<file path="src/tlih_pkg.sv">
// Package of the two-level interrupt handler: source count, vectors, timing.
// Assumes a single system clock domain shared with the processor core.
package tlih_pkg;
    // =====================================================================
    // Sources and vectors
    // =====================================================================
    localparam int unsigned NUM_SRC       = 17;
    localparam int unsigned SRC_W         = 5;
    localparam int unsigned VEC_W         = 16;
    localparam logic [15:0] VEC_BASE      = 16'h0003;
    localparam logic [15:0] VEC_STEP      = 16'h0008;
    localparam int unsigned SRC_EXT0      = 0;
    localparam int unsigned SRC_EXT1      = 2;
    localparam int unsigned GLOBAL_EN_BIT = 7;
    // =====================================================================
    // Reset values
    // =====================================================================
    localparam logic [16:0] ENABLE_RST    = 17'h00000;
    localparam logic [16:0] PRIORITY_RST  = 17'h00000;
    localparam logic        GLOBAL_EN_RST = 1'b0;
    // =====================================================================
    // Timing, in system clock cycles
    // =====================================================================
    localparam int unsigned DETECT_CYCLES = 1;
    localparam int unsigned CALL_CYCLES   = 5;
    localparam int unsigned RESPONSE_MIN  = DETECT_CYCLES + CALL_CYCLES;

    typedef enum logic [1:0] {
        ST_RUN,
        ST_CALL,
        ST_HOLD
    } tlih_state_type;
endpackage

</file>
<file path="src/tlih_ext_if.sv">
// Interface between the handler and one external input conditioner.
// Assumes one conditioner instance per external input.
interface tlih_ext_if;
    logic pin;
    logic edge_sel;
    logic polarity;
    logic sw_set;
    logic sw_clr;
    logic vec_clr;
    logic pending;
    modport cond (input pin, edge_sel, polarity, sw_set, sw_clr, vec_clr,
                  output pending);
    modport ctrl (output pin, edge_sel, polarity, sw_set, sw_clr, vec_clr,
                  input pending);
endinterface

</file>
<file path="src/tlih_ext_cond.sv">
// External input conditioner: polarity, edge or level sensing, pending flag.
// Assumes the pin is already synchronous to clk_sys_i.
module tlih_ext_cond
    import tlih_pkg::*;
(
    input  wire logic clk_sys_i,
    input  wire logic nrst_i,
    tlih_ext_if.cond  ext
);
    logic active;
    logic active_reg;
    logic active_next;
    logic flag_reg;
    logic flag_next;

    // =====================================================================
    // Sensing
    // =====================================================================
    always_comb begin
        active      = ext.polarity ? ext.pin : ~ext.pin;
        active_next = active;
        if (ext.edge_sel) begin
            flag_next = flag_reg;
            if (ext.sw_clr || ext.vec_clr) begin
                flag_next = 1'b0;
            end
            // Set wins over clear so a same-cycle edge is kept
            if ((active && !active_reg) || ext.sw_set) begin
                flag_next = 1'b1;
            end
        end else begin
            flag_next = active;
        end
    end

    always_ff @(posedge clk_sys_i or negedge nrst_i) begin
        if (!nrst_i) begin
            active_reg <= 1'b0;
            flag_reg   <= 1'b0;
        end else begin
            active_reg <= active_next;
            flag_reg   <= flag_next;
        end
    end

    // Level mode shows the active level registered one cycle late, edge mode the sticky flag
    assign ext.pending = flag_reg;
endmodule

</file>
<file path="src/tlih_top.sv">
// Two-level interrupt handler: pending flags, masking, priority, vectoring.
// Assumes the core pulses insn_done_i at each instruction end and
// return_from_irq_done_i when a return-from-interrupt completes; call_done_i marks
// the end of the forced long call.
//
// Contract
// - A source meeting its condition sets its pending flag.
// - Pending flags set regardless of enable state.
// - Enabled pending source: finish instruction, force call to fixed vector.
// - Return-from-interrupt resumes at the instruction that would have run.
// - Pending flag without enable makes no request.
// - Per-source enables honoured only while global enable bit 7 is one.
// - Global enable zero blocks every source.
// - Only some flags auto-clear on vectoring; others wait for software.
// - Flag still set after return re-enters after one more instruction.
// - Software-set flag behaves like a hardware-set one. Level-sensed external inputs ignore sw_set_i and sw_clr_i.
// - Edge-select 1 edge, 0 level; polarity 0 low, 1 high.
// - Edge-sensed external flag clears when the core vectors to it.
// - Level-sensed external flag follows the active input level.
// - External inputs sample their pin independent of pin multiplexing.
// - High priority preempts low routine; high routines never preempted.
// - All priority bits default to low.
// - Higher level wins; fixed source order within a level.
// - Sample and decode every clock; fastest response six cycles.
// - Equal or lower request waits for return plus one instruction.
module tlih_top
    import tlih_pkg::*;
#(
    parameter int unsigned N_SRC = NUM_SRC
)
(
    input  wire logic               clk_sys_i,
    input  wire logic               nrst_i,
    input  wire logic [N_SRC-1:0]   src_event_i,
    input  wire logic [N_SRC-1:0]   sw_set_i,
    input  wire logic [N_SRC-1:0]   sw_clr_i,
    input  wire logic [N_SRC-1:0]   auto_clr_i,
    input  wire logic [N_SRC-1:0]   enable_i,
    input  wire logic [7:0]         main_irq_mask_reg_i,
    input  wire logic [N_SRC-1:0]   priority_i,
    input  wire logic               cfg_we_i,
    input  wire logic               ext_irq_input_0_i,
    input  wire logic               ext_irq_input_1_i,
    input  wire logic               ext0_edge_select_i,
    input  wire logic               ext1_edge_select_i,
    input  wire logic               ext0_polarity_i,
    input  wire logic               ext1_polarity_i,
    input  wire logic               insn_done_i,
    input  wire logic               call_done_i,
    input  wire logic               return_from_irq_done_i,
    output logic                    irq_req_o,
    output logic [VEC_W-1:0]        irq_vector_o,
    output logic [N_SRC-1:0]        pending_o,
    output logic                    in_high_o,
    output logic                    in_low_o,
    output logic                    global_irq_enable_o
);
    tlih_state_type     state_reg;
    tlih_state_type     state_next;
    logic [N_SRC-1:0]   flag_reg;
    logic [N_SRC-1:0]   flag_next;
    logic [N_SRC-1:0]   en_reg;
    logic [N_SRC-1:0]   en_next;
    logic [N_SRC-1:0]   prio_reg;
    logic [N_SRC-1:0]   prio_next;
    logic               gen_reg;
    logic               gen_next;
    logic               in_high_reg;
    logic               in_high_next;
    logic               in_low_reg;
    logic               in_low_next;
    logic               hold_reg;
    logic               hold_next;
    logic               req_reg;
    logic               req_next;
    logic [VEC_W-1:0]   vec_reg;
    logic [VEC_W-1:0]   vec_next;
    logic [SRC_W-1:0]   sel_reg;
    logic [SRC_W-1:0]   sel_next;
    logic               sel_high_reg;
    logic               sel_high_next;
    logic [N_SRC-1:0]   pend_all;
    logic [N_SRC-1:0]   armed;
    logic [N_SRC-1:0]   vec_clr;
    logic               win_valid;
    logic               win_high;
    logic [SRC_W-1:0]   win_idx;
    logic               may_take;

    tlih_ext_if ext0 ();
    tlih_ext_if ext1 ();

    // =====================================================================
    // External inputs
    // =====================================================================
    // Pins come straight in, no mux: the pad keeps serving its peripheral
    assign ext0.pin      = ext_irq_input_0_i;
    assign ext1.pin      = ext_irq_input_1_i;
    assign ext0.edge_sel = ext0_edge_select_i;
    assign ext1.edge_sel = ext1_edge_select_i;
    assign ext0.polarity = ext0_polarity_i;
    assign ext1.polarity = ext1_polarity_i;
    assign ext0.sw_set   = sw_set_i[SRC_EXT0];
    assign ext1.sw_set   = sw_set_i[SRC_EXT1];
    assign ext0.sw_clr   = sw_clr_i[SRC_EXT0];
    assign ext1.sw_clr   = sw_clr_i[SRC_EXT1];
    assign ext0.vec_clr  = vec_clr[SRC_EXT0] & ext0_edge_select_i;
    assign ext1.vec_clr  = vec_clr[SRC_EXT1] & ext1_edge_select_i;

    tlih_ext_cond u_ext0 (
        .clk_sys_i (clk_sys_i),
        .nrst_i    (nrst_i),
        .ext       (ext0)
    );

    tlih_ext_cond u_ext1 (
        .clk_sys_i (clk_sys_i),
        .nrst_i    (nrst_i),
        .ext       (ext1)
    );

    // =====================================================================
    // Pending flags
    // =====================================================================
    always_comb begin
        vec_clr = '0;
        if (state_reg == ST_CALL && call_done_i) begin
            vec_clr[sel_reg] = 1'b1;
        end
        for (int i = 0; i < N_SRC; i++) begin
            flag_next[i] = flag_reg[i];
            // Internal sources drop on vectoring only if flagged auto-clear
            if (sw_clr_i[i] || (vec_clr[i] && auto_clr_i[i])) begin
                flag_next[i] = 1'b0;
            end
            // Set after clear: an event in the clearing cycle survives
            if (src_event_i[i] || sw_set_i[i]) begin
                flag_next[i] = 1'b1;
            end
        end
        flag_next[SRC_EXT0] = 1'b0;
        flag_next[SRC_EXT1] = 1'b0;
        pend_all           = flag_reg;
        pend_all[SRC_EXT0] = ext0.pending;
        pend_all[SRC_EXT1] = ext1.pending;
    end

    // Pending port lags the internal flags by one cycle
    always_ff @(posedge clk_sys_i or negedge nrst_i) begin
        if (!nrst_i) begin
            flag_reg  <= '0;
            pending_o <= '0;
        end else begin
            flag_reg  <= flag_next;
            pending_o <= pend_all;
        end
    end

    // =====================================================================
    // Configuration
    // =====================================================================
    always_comb begin
        en_next   = en_reg;
        prio_next = prio_reg;
        gen_next  = gen_reg;
        // One strobe loads all three, so no mixed mask is ever seen
        if (cfg_we_i) begin
            en_next   = enable_i;
            prio_next = priority_i;
            gen_next  = main_irq_mask_reg_i[GLOBAL_EN_BIT];
        end
    end

    always_ff @(posedge clk_sys_i or negedge nrst_i) begin
        if (!nrst_i) begin
            en_reg   <= ENABLE_RST;
            prio_reg <= PRIORITY_RST;
            gen_reg  <= GLOBAL_EN_RST;
        end else begin
            en_reg   <= en_next;
            prio_reg <= prio_next;
            gen_reg  <= gen_next;
        end
    end

    // =====================================================================
    // Priority decode, every clock
    // =====================================================================
    always_comb begin
        armed     = gen_reg ? (pend_all & en_reg) : '0;
        win_valid = 1'b0;
        win_high  = 1'b0;
        win_idx   = '0;
        // Descending scan so the lowest index wins within a level
        for (int i = N_SRC - 1; i >= 0; i--) begin
            if (armed[i] && prio_reg[i]) begin
                win_valid = 1'b1;
                win_high  = 1'b1;
                win_idx   = SRC_W'(i);
            end
        end
        if (!win_valid) begin
            for (int i = N_SRC - 1; i >= 0; i--) begin
                if (armed[i]) begin
                    win_valid = 1'b1;
                    win_idx   = SRC_W'(i);
                end
            end
        end
        // High never preempted; low only preempted by high
        // The return is no instruction; the next instruction end may re-enter
        may_take = win_valid && !in_high_reg && (!hold_reg || insn_done_i) &&
                   (win_high || !in_low_reg);
    end

    // =====================================================================
    // Vectoring sequence
    // =====================================================================
    always_comb begin
        state_next    = state_reg;
        req_next      = req_reg;
        vec_next      = vec_reg;
        sel_next      = sel_reg;
        sel_high_next = sel_high_reg;
        in_high_next  = in_high_reg;
        in_low_next   = in_low_reg;
        hold_next     = hold_reg;
        if (return_from_irq_done_i) begin
            // Returns unwind the innermost active level first
            if (in_high_reg) begin
                in_high_next = 1'b0;
            end else begin
                in_low_next = 1'b0;
            end
            hold_next = 1'b1;
        end else if (hold_reg && insn_done_i) begin
            hold_next = 1'b0;
        end
        case (state_reg)
            ST_RUN: begin
                if (may_take && insn_done_i && !return_from_irq_done_i) begin
                    req_next      = 1'b1;
                    sel_next      = win_idx;
                    sel_high_next = win_high;
                    // Base plus index times step: no vector table to keep in sync
                    vec_next      = VEC_BASE + VEC_W'({11'h000, win_idx}) * VEC_STEP;
                    state_next    = ST_CALL;
                end
            end
            ST_CALL: begin
                if (call_done_i) begin
                    req_next   = 1'b0;
                    state_next = ST_RUN;
                    if (sel_high_reg) begin
                        in_high_next = 1'b1;
                    end else begin
                        in_low_next = 1'b1;
                    end
                end
            end
            default: begin
                state_next = ST_RUN;
                req_next   = 1'b0;
            end
        endcase
    end

    // Vector and index are held for the whole forced call
    always_ff @(posedge clk_sys_i or negedge nrst_i) begin
        if (!nrst_i) begin
            state_reg    <= ST_RUN;
            in_high_reg  <= 1'b0;
            in_low_reg   <= 1'b0;
            hold_reg     <= 1'b0;
            req_reg      <= 1'b0;
            vec_reg      <= '0;
            sel_reg      <= '0;
            sel_high_reg <= 1'b0;
        end else begin
            state_reg    <= state_next;
            in_high_reg  <= in_high_next;
            in_low_reg   <= in_low_next;
            hold_reg     <= hold_next;
            req_reg      <= req_next;
            vec_reg      <= vec_next;
            sel_reg      <= sel_next;
            sel_high_reg <= sel_high_next;
        end
    end

    // =====================================================================
    // Outputs
    // =====================================================================
    // Each output is a register, so the core sees no decode glitches
    assign irq_req_o           = req_reg;
    assign irq_vector_o        = vec_reg;
    assign in_high_o           = in_high_reg;
    assign in_low_o            = in_low_reg;
    assign global_irq_enable_o = gen_reg;
endmodule

</file>
<file path="config.mk">
export PLATFORM = sky130hd
export DESIGN_NAME = tlih_top
export DESIGN_NICKNAME = d
export VERILOG_FILES = /design/src/tlih_pkg.sv /design/src/tlih_ext_if.sv /design/src/tlih_ext_cond.sv /design/src/tlih_top.sv
export SDC_FILE = /design/constraint.sdc
export NUM_CORES = 1
export LEC_CHECK = 0
export ABC_AREA = 1
export ABC_CLOCK_PERIOD_IN_PS = 6600
export CELL_PAD_IN_SITES_DETAIL_PLACEMENT = 0
export CELL_PAD_IN_SITES_GLOBAL_PLACEMENT = 1
export CORE_UTILIZATION = 49
export CTS_CLUSTER_SIZE = 10
export DETAILED_ROUTE_END_ITERATION = 12
export DONT_BUFFER_PORTS = 1
export GPL_TIMING_DRIVEN = 0
export MAX_ROUTING_LAYER = met4
export PLACE_DENSITY_LB_ADDON = 0.3
export SYNTH_ARGS = -nofsm -noshare
export SYNTH_HDL_FRONTEND = slang
export SYNTH_SLANG_ARGS = --single-unit
</file>
<file path="constraint.sdc">
create_clock -name clk_sys_i -period 6.6 [get_ports clk_sys_i]
set_clock_uncertainty 0.15 [all_clocks]
set_input_delay 0.33 -clock clk_sys_i [delete_from_list [all_inputs] [get_ports clk_sys_i]]
set_output_delay 0.33 -clock clk_sys_i [all_outputs]
set_load 0.02 [all_outputs]
</file>
==> results.py <==
metrics = {
    "run_status": {
        "run_status": "finished clean",
    },
    "floorplan": {
        "die_w_um": 89.7,
        "core_region_area_sq_um": 7330,
        "full_die_area_sq_um": 8040,
        "row_count": 31,
        "floorplan.io_pins": 159,
        "floorplan.initialDensity_pct": 51.4,
        "die_height_um": 89.7,
    },
    "sta": {
        "final.setup.tns_ns": 0,
        "fin_crit_sh_pct": 46.3,
        "timing.slew.headroom_pct": 56.4,
        "max_freq_ghz": 0.327,
        "finalHoldViolations": 0,
        "rsz0062_at_grt": "no",
        "finalCriticalPeriod_ns": 3.06,
        "finalMaxSlewViolations": 0,
        "finalSetupViolations": 0,
        "tightest_pin_transition_ns": 0.654,
    },
    "cts": {
        "clock_tree_from_tritoncts": "yes",
        "cts_setup_buffers": 0,
        "cts_max_path_buffers": 2,
        "clk_pin_slew_ns": 0.08,
        "clk_root_buffer_cell": "sky130_fd_sc_hd__clkbuf_8",
        "clock_latency_ns": 0.35,
        "tritoncts.num_buffers": 9,
        "numClockSinks": 81,
        "cts_htree_levels": 3,
    },
    "critical_path": {
        "setup.worst_path.class": "reg2reg",
        "critical_path.max_fanout": 10,
        "timing.critical_path.required_ns": 6.66,
        "worst_path_largest_cell_delay_ns": 0.51,
        "worst_setup_path_start_kind": "flip-flop",
        "critical_path.slowest_cell": "sky130_fd_sc_hd__dfrtp_1",
        "setup.worst_path.end_class": "flip-flop",
        "cells_traversed_along_the_worst_timing_path": "buf_6, buf_6, nand3_1, nor2_1, nor2_1, nand2_1, nor2_1, o2111ai_1, nand2_1, nand2_1, inv_1, a31oi_1, a22oi_1",
        "critical_path_arrival_ns": 3.11,
    },
    "power_and_ir_drop": {
        "p_leak_nw": 2.28,
        "ir_drop_v": 0.000162,
        "cellPowerDensity_nw_per_um2": 270,
    },
    "synthesis": {
        "synthesis_warnings": 0,
        "synth-async-reset-ratio_pct": 100,
        "fraction_of_the_yosys_area_taken_by_sequential_cells_pct": 53.8,
        "flops_latches_synth": 81,
        "synth_enable_flop_cells": 0,
        "syn_area_sq_um": 3770,
        "synth_area_per_cell_sq_um": 9.06,
        "synthDistinctLibCells": 35,
        "synthesis.instances": 416,
        "ys.flop_type": "sky130_fd_sc_hd__dfrtp_1",
    },
    "global_route": {
        "via_count_of_the_first_global_routing_pass": 3201,
        "gr-usage-all-layers_pct": 27.7,
        "grt_max_degree": 82,
        "grt_overflow": 0,
        "grt_first_pass_wirelength_um": 15600,
        "antenna_found_initial": 0,
    },
    "run": {
        "maxCapViolations": 0,
    },
    "placed_design": {
        "place_hpwl_um": 6940,
        "gp_congestion": 0.866,
        "port_buffers": 0,
    },
    "layout": {
        "final_layout_size_suffix_gt1_share_pct": 10.2,
        "design.final.nets": 638,
        "insertedDiodeCount": 0,
        "flow.area_growth_from_synthesis_pct": 31.9,
        "utilization_pct": 67.8,
    },
    "drt": {
        "routed_wire_length_per_instance_um": 16.5,
        "route.vias.total": 3221,
        "drt_pass1_iterations": 5,
        "drt_first_iter_violations": 182,
        "drt-total-wl_um": 10200,
        "final_antenna_net_count": 0,
        "detail_route.drc_violations": 0,
        "number_of_vias_per_cell_after_detailed_routing": 5.20,
    },
    "min_path": {
        "hold_path.class": "in2reg",
    },
}
[cell usage in the layout (no fill, tap or decap), types with 2 or more instances in the layout]
cell type and instances:
sky130_fd_sc_hd__nand2_1 93, sky130_fd_sc_hd__a31oi_1 9, sky130_fd_sc_hd__nand4_1 6, sky130_fd_sc_hd__mux2_2 20, sky130_fd_sc_hd__nor2_1 40, sky130_fd_sc_hd__nand3b_1 8, sky130_fd_sc_hd__nand3_1 25, sky130_fd_sc_hd__bufinv_16 2
sky130_fd_sc_hd__nor2_2 2, sky130_fd_sc_hd__a311o_1 3, sky130_fd_sc_hd__buf_6 2, sky130_fd_sc_hd__dfrtp_1 81, sky130_fd_sc_hd__a21oi_1 2, sky130_fd_sc_hd__inv_1 53, sky130_fd_sc_hd__nor3_1 5, sky130_fd_sc_hd__buf_1 2
sky130_fd_sc_hd__conb_1 9, sky130_fd_sc_hd__clkbuf_8 10, sky130_fd_sc_hd__buf_4 10, sky130_fd_sc_hd__xnor2_1 2, sky130_fd_sc_hd__clkbuf_1 5, sky130_fd_sc_hd__dlygate4sd3_1 80, sky130_fd_sc_hd__o21ai_0 27, sky130_fd_sc_hd__a211o_1 7
sky130_fd_sc_hd__clkinv_4 2
[routing by layer]
metal,vias up,GRT usage (%),routed length (um)
met1,1529,33.1,4310
met4,0,12.0,268
met5,-,-,0
li1,1549,-,-
met3,18,5.58,574
met2,125,45.7,5070
[synth_stat cells (2+ instances only)]
cell type / count / area, sq um
sky130_fd_sc_hd__a211o_1: 7 / 61.3
sky130_fd_sc_hd__a21oi_1: 2 / 10.0
sky130_fd_sc_hd__a311o_1: 3 / 30.0
sky130_fd_sc_hd__a31oi_1: 9 / 56.3
sky130_fd_sc_hd__buf_1: 2 / 7.51
sky130_fd_sc_hd__buf_4: 10 / 75.1
sky130_fd_sc_hd__buf_6: 2 / 22.5
sky130_fd_sc_hd__clkbuf_1: 4 / 15.0
sky130_fd_sc_hd__dfrtp_1: 81 / 2030
sky130_fd_sc_hd__inv_1: 53 / 199
sky130_fd_sc_hd__mux2_2: 20 / 225
sky130_fd_sc_hd__nand2_1: 93 / 349
sky130_fd_sc_hd__nand3_1: 25 / 125
sky130_fd_sc_hd__nand3b_1: 8 / 60.1
sky130_fd_sc_hd__nand4_1: 6 / 37.5
sky130_fd_sc_hd__nor2_1: 40 / 150
sky130_fd_sc_hd__nor2_2: 2 / 12.5
sky130_fd_sc_hd__nor3_1: 5 / 25.0
sky130_fd_sc_hd__o21ai_0: 27 / 135
sky130_fd_sc_hd__xnor2_1: 2 / 17.5
[through the flow]
stage	power (mW)	setup WS, ns	hold slack [ns]	instances	area, sq um
2_1_floorplan	0.815	4.11	-0.116	424	3800
3_3_place_gp	0.887	3.66	-0.113	523	3920
3_5_place_dp	0.894	3.62	-0.114	523	3920
4_1_cts	1.35	3.59	0.00247	619	4970
5_1_grt	1.41	3.33	0.0306	619	4970
6_report	1.34	3.54	0.0180	619	4970
[kinds of logic after synthesis]
logic type                count (synthesis)  share of synthesized area, %
and+or+nand+nor                         184                          21.5
DFF                                      81                          53.8
buffers and inverters                    71                          8.47
AOI/OAI and AO/OA                        57                          9.70
muxes                                    20                          5.98
xor gates and xnor gates                  2                         0.465
other                                     1                        0.0995
[worst max-delay path, delay by kind of cell (launching register included)]
family / cells / cell delay, ns
DFF: 1 / 0.51
AOI/OAI and AO/OA: 3 / 0.57
buffers and inverters: 3 / 0.57
and+or+nand+nor: 7 / 1.12
[path summary, 6_finish.rpt]
| kind | slack (ns) | cells after the start | start | endpoint |
|---|---|---|---|---|
| setup / recovery | 3.54 | 13 | global_irq_enable_o | sel_reg[2] |
| hold / removal | 0.02 | 3 | return_from_irq_done_i | in_high_o |
| setup reg to reg | 3.54 | 13 | global_irq_enable_o | sel_reg[2] |
| hold reg to reg | 0.27 | 0 | flag_reg[6] | pending_o[6] |
| max in group asynchronous | 5.58 | 2 | nrst_i | prio_reg[12] |
| min in group asynchronous | 0.37 | 2 | nrst_i | en_reg[12] |
[repair_timing]
| item | 4_1_cts | 5_1_grt |
|---|---|---|
| setup endpoints to repair | 0 | 0 |
| hold buffers | 81 | 0 |
| gates resized for setup | 0 | 0 |
| hold endpoints to repair | 136 | 0 |
[final cells by class]
cell class                 instances  area, sq um
buffer                            18          120
clock buffer                      11          141
clock inverter                     4         77.6
fill                             577         2360
inverter                          53          199
multi-input combinational        272         1450
sequential                        81         2030
tap                               99          124
timing repair buffer              81          828
[where the power goes]
| part | total, mW | switching (mW) | internal, mW |
|---|---|---|---|
| registers | 0.636 | 0.0834 | 0.553 |
| clock network | 0.406 | 0.183 | 0.223 |
| logic | 0.300 | 0.182 | 0.118 |
Power figures use the tool's default switching activity.
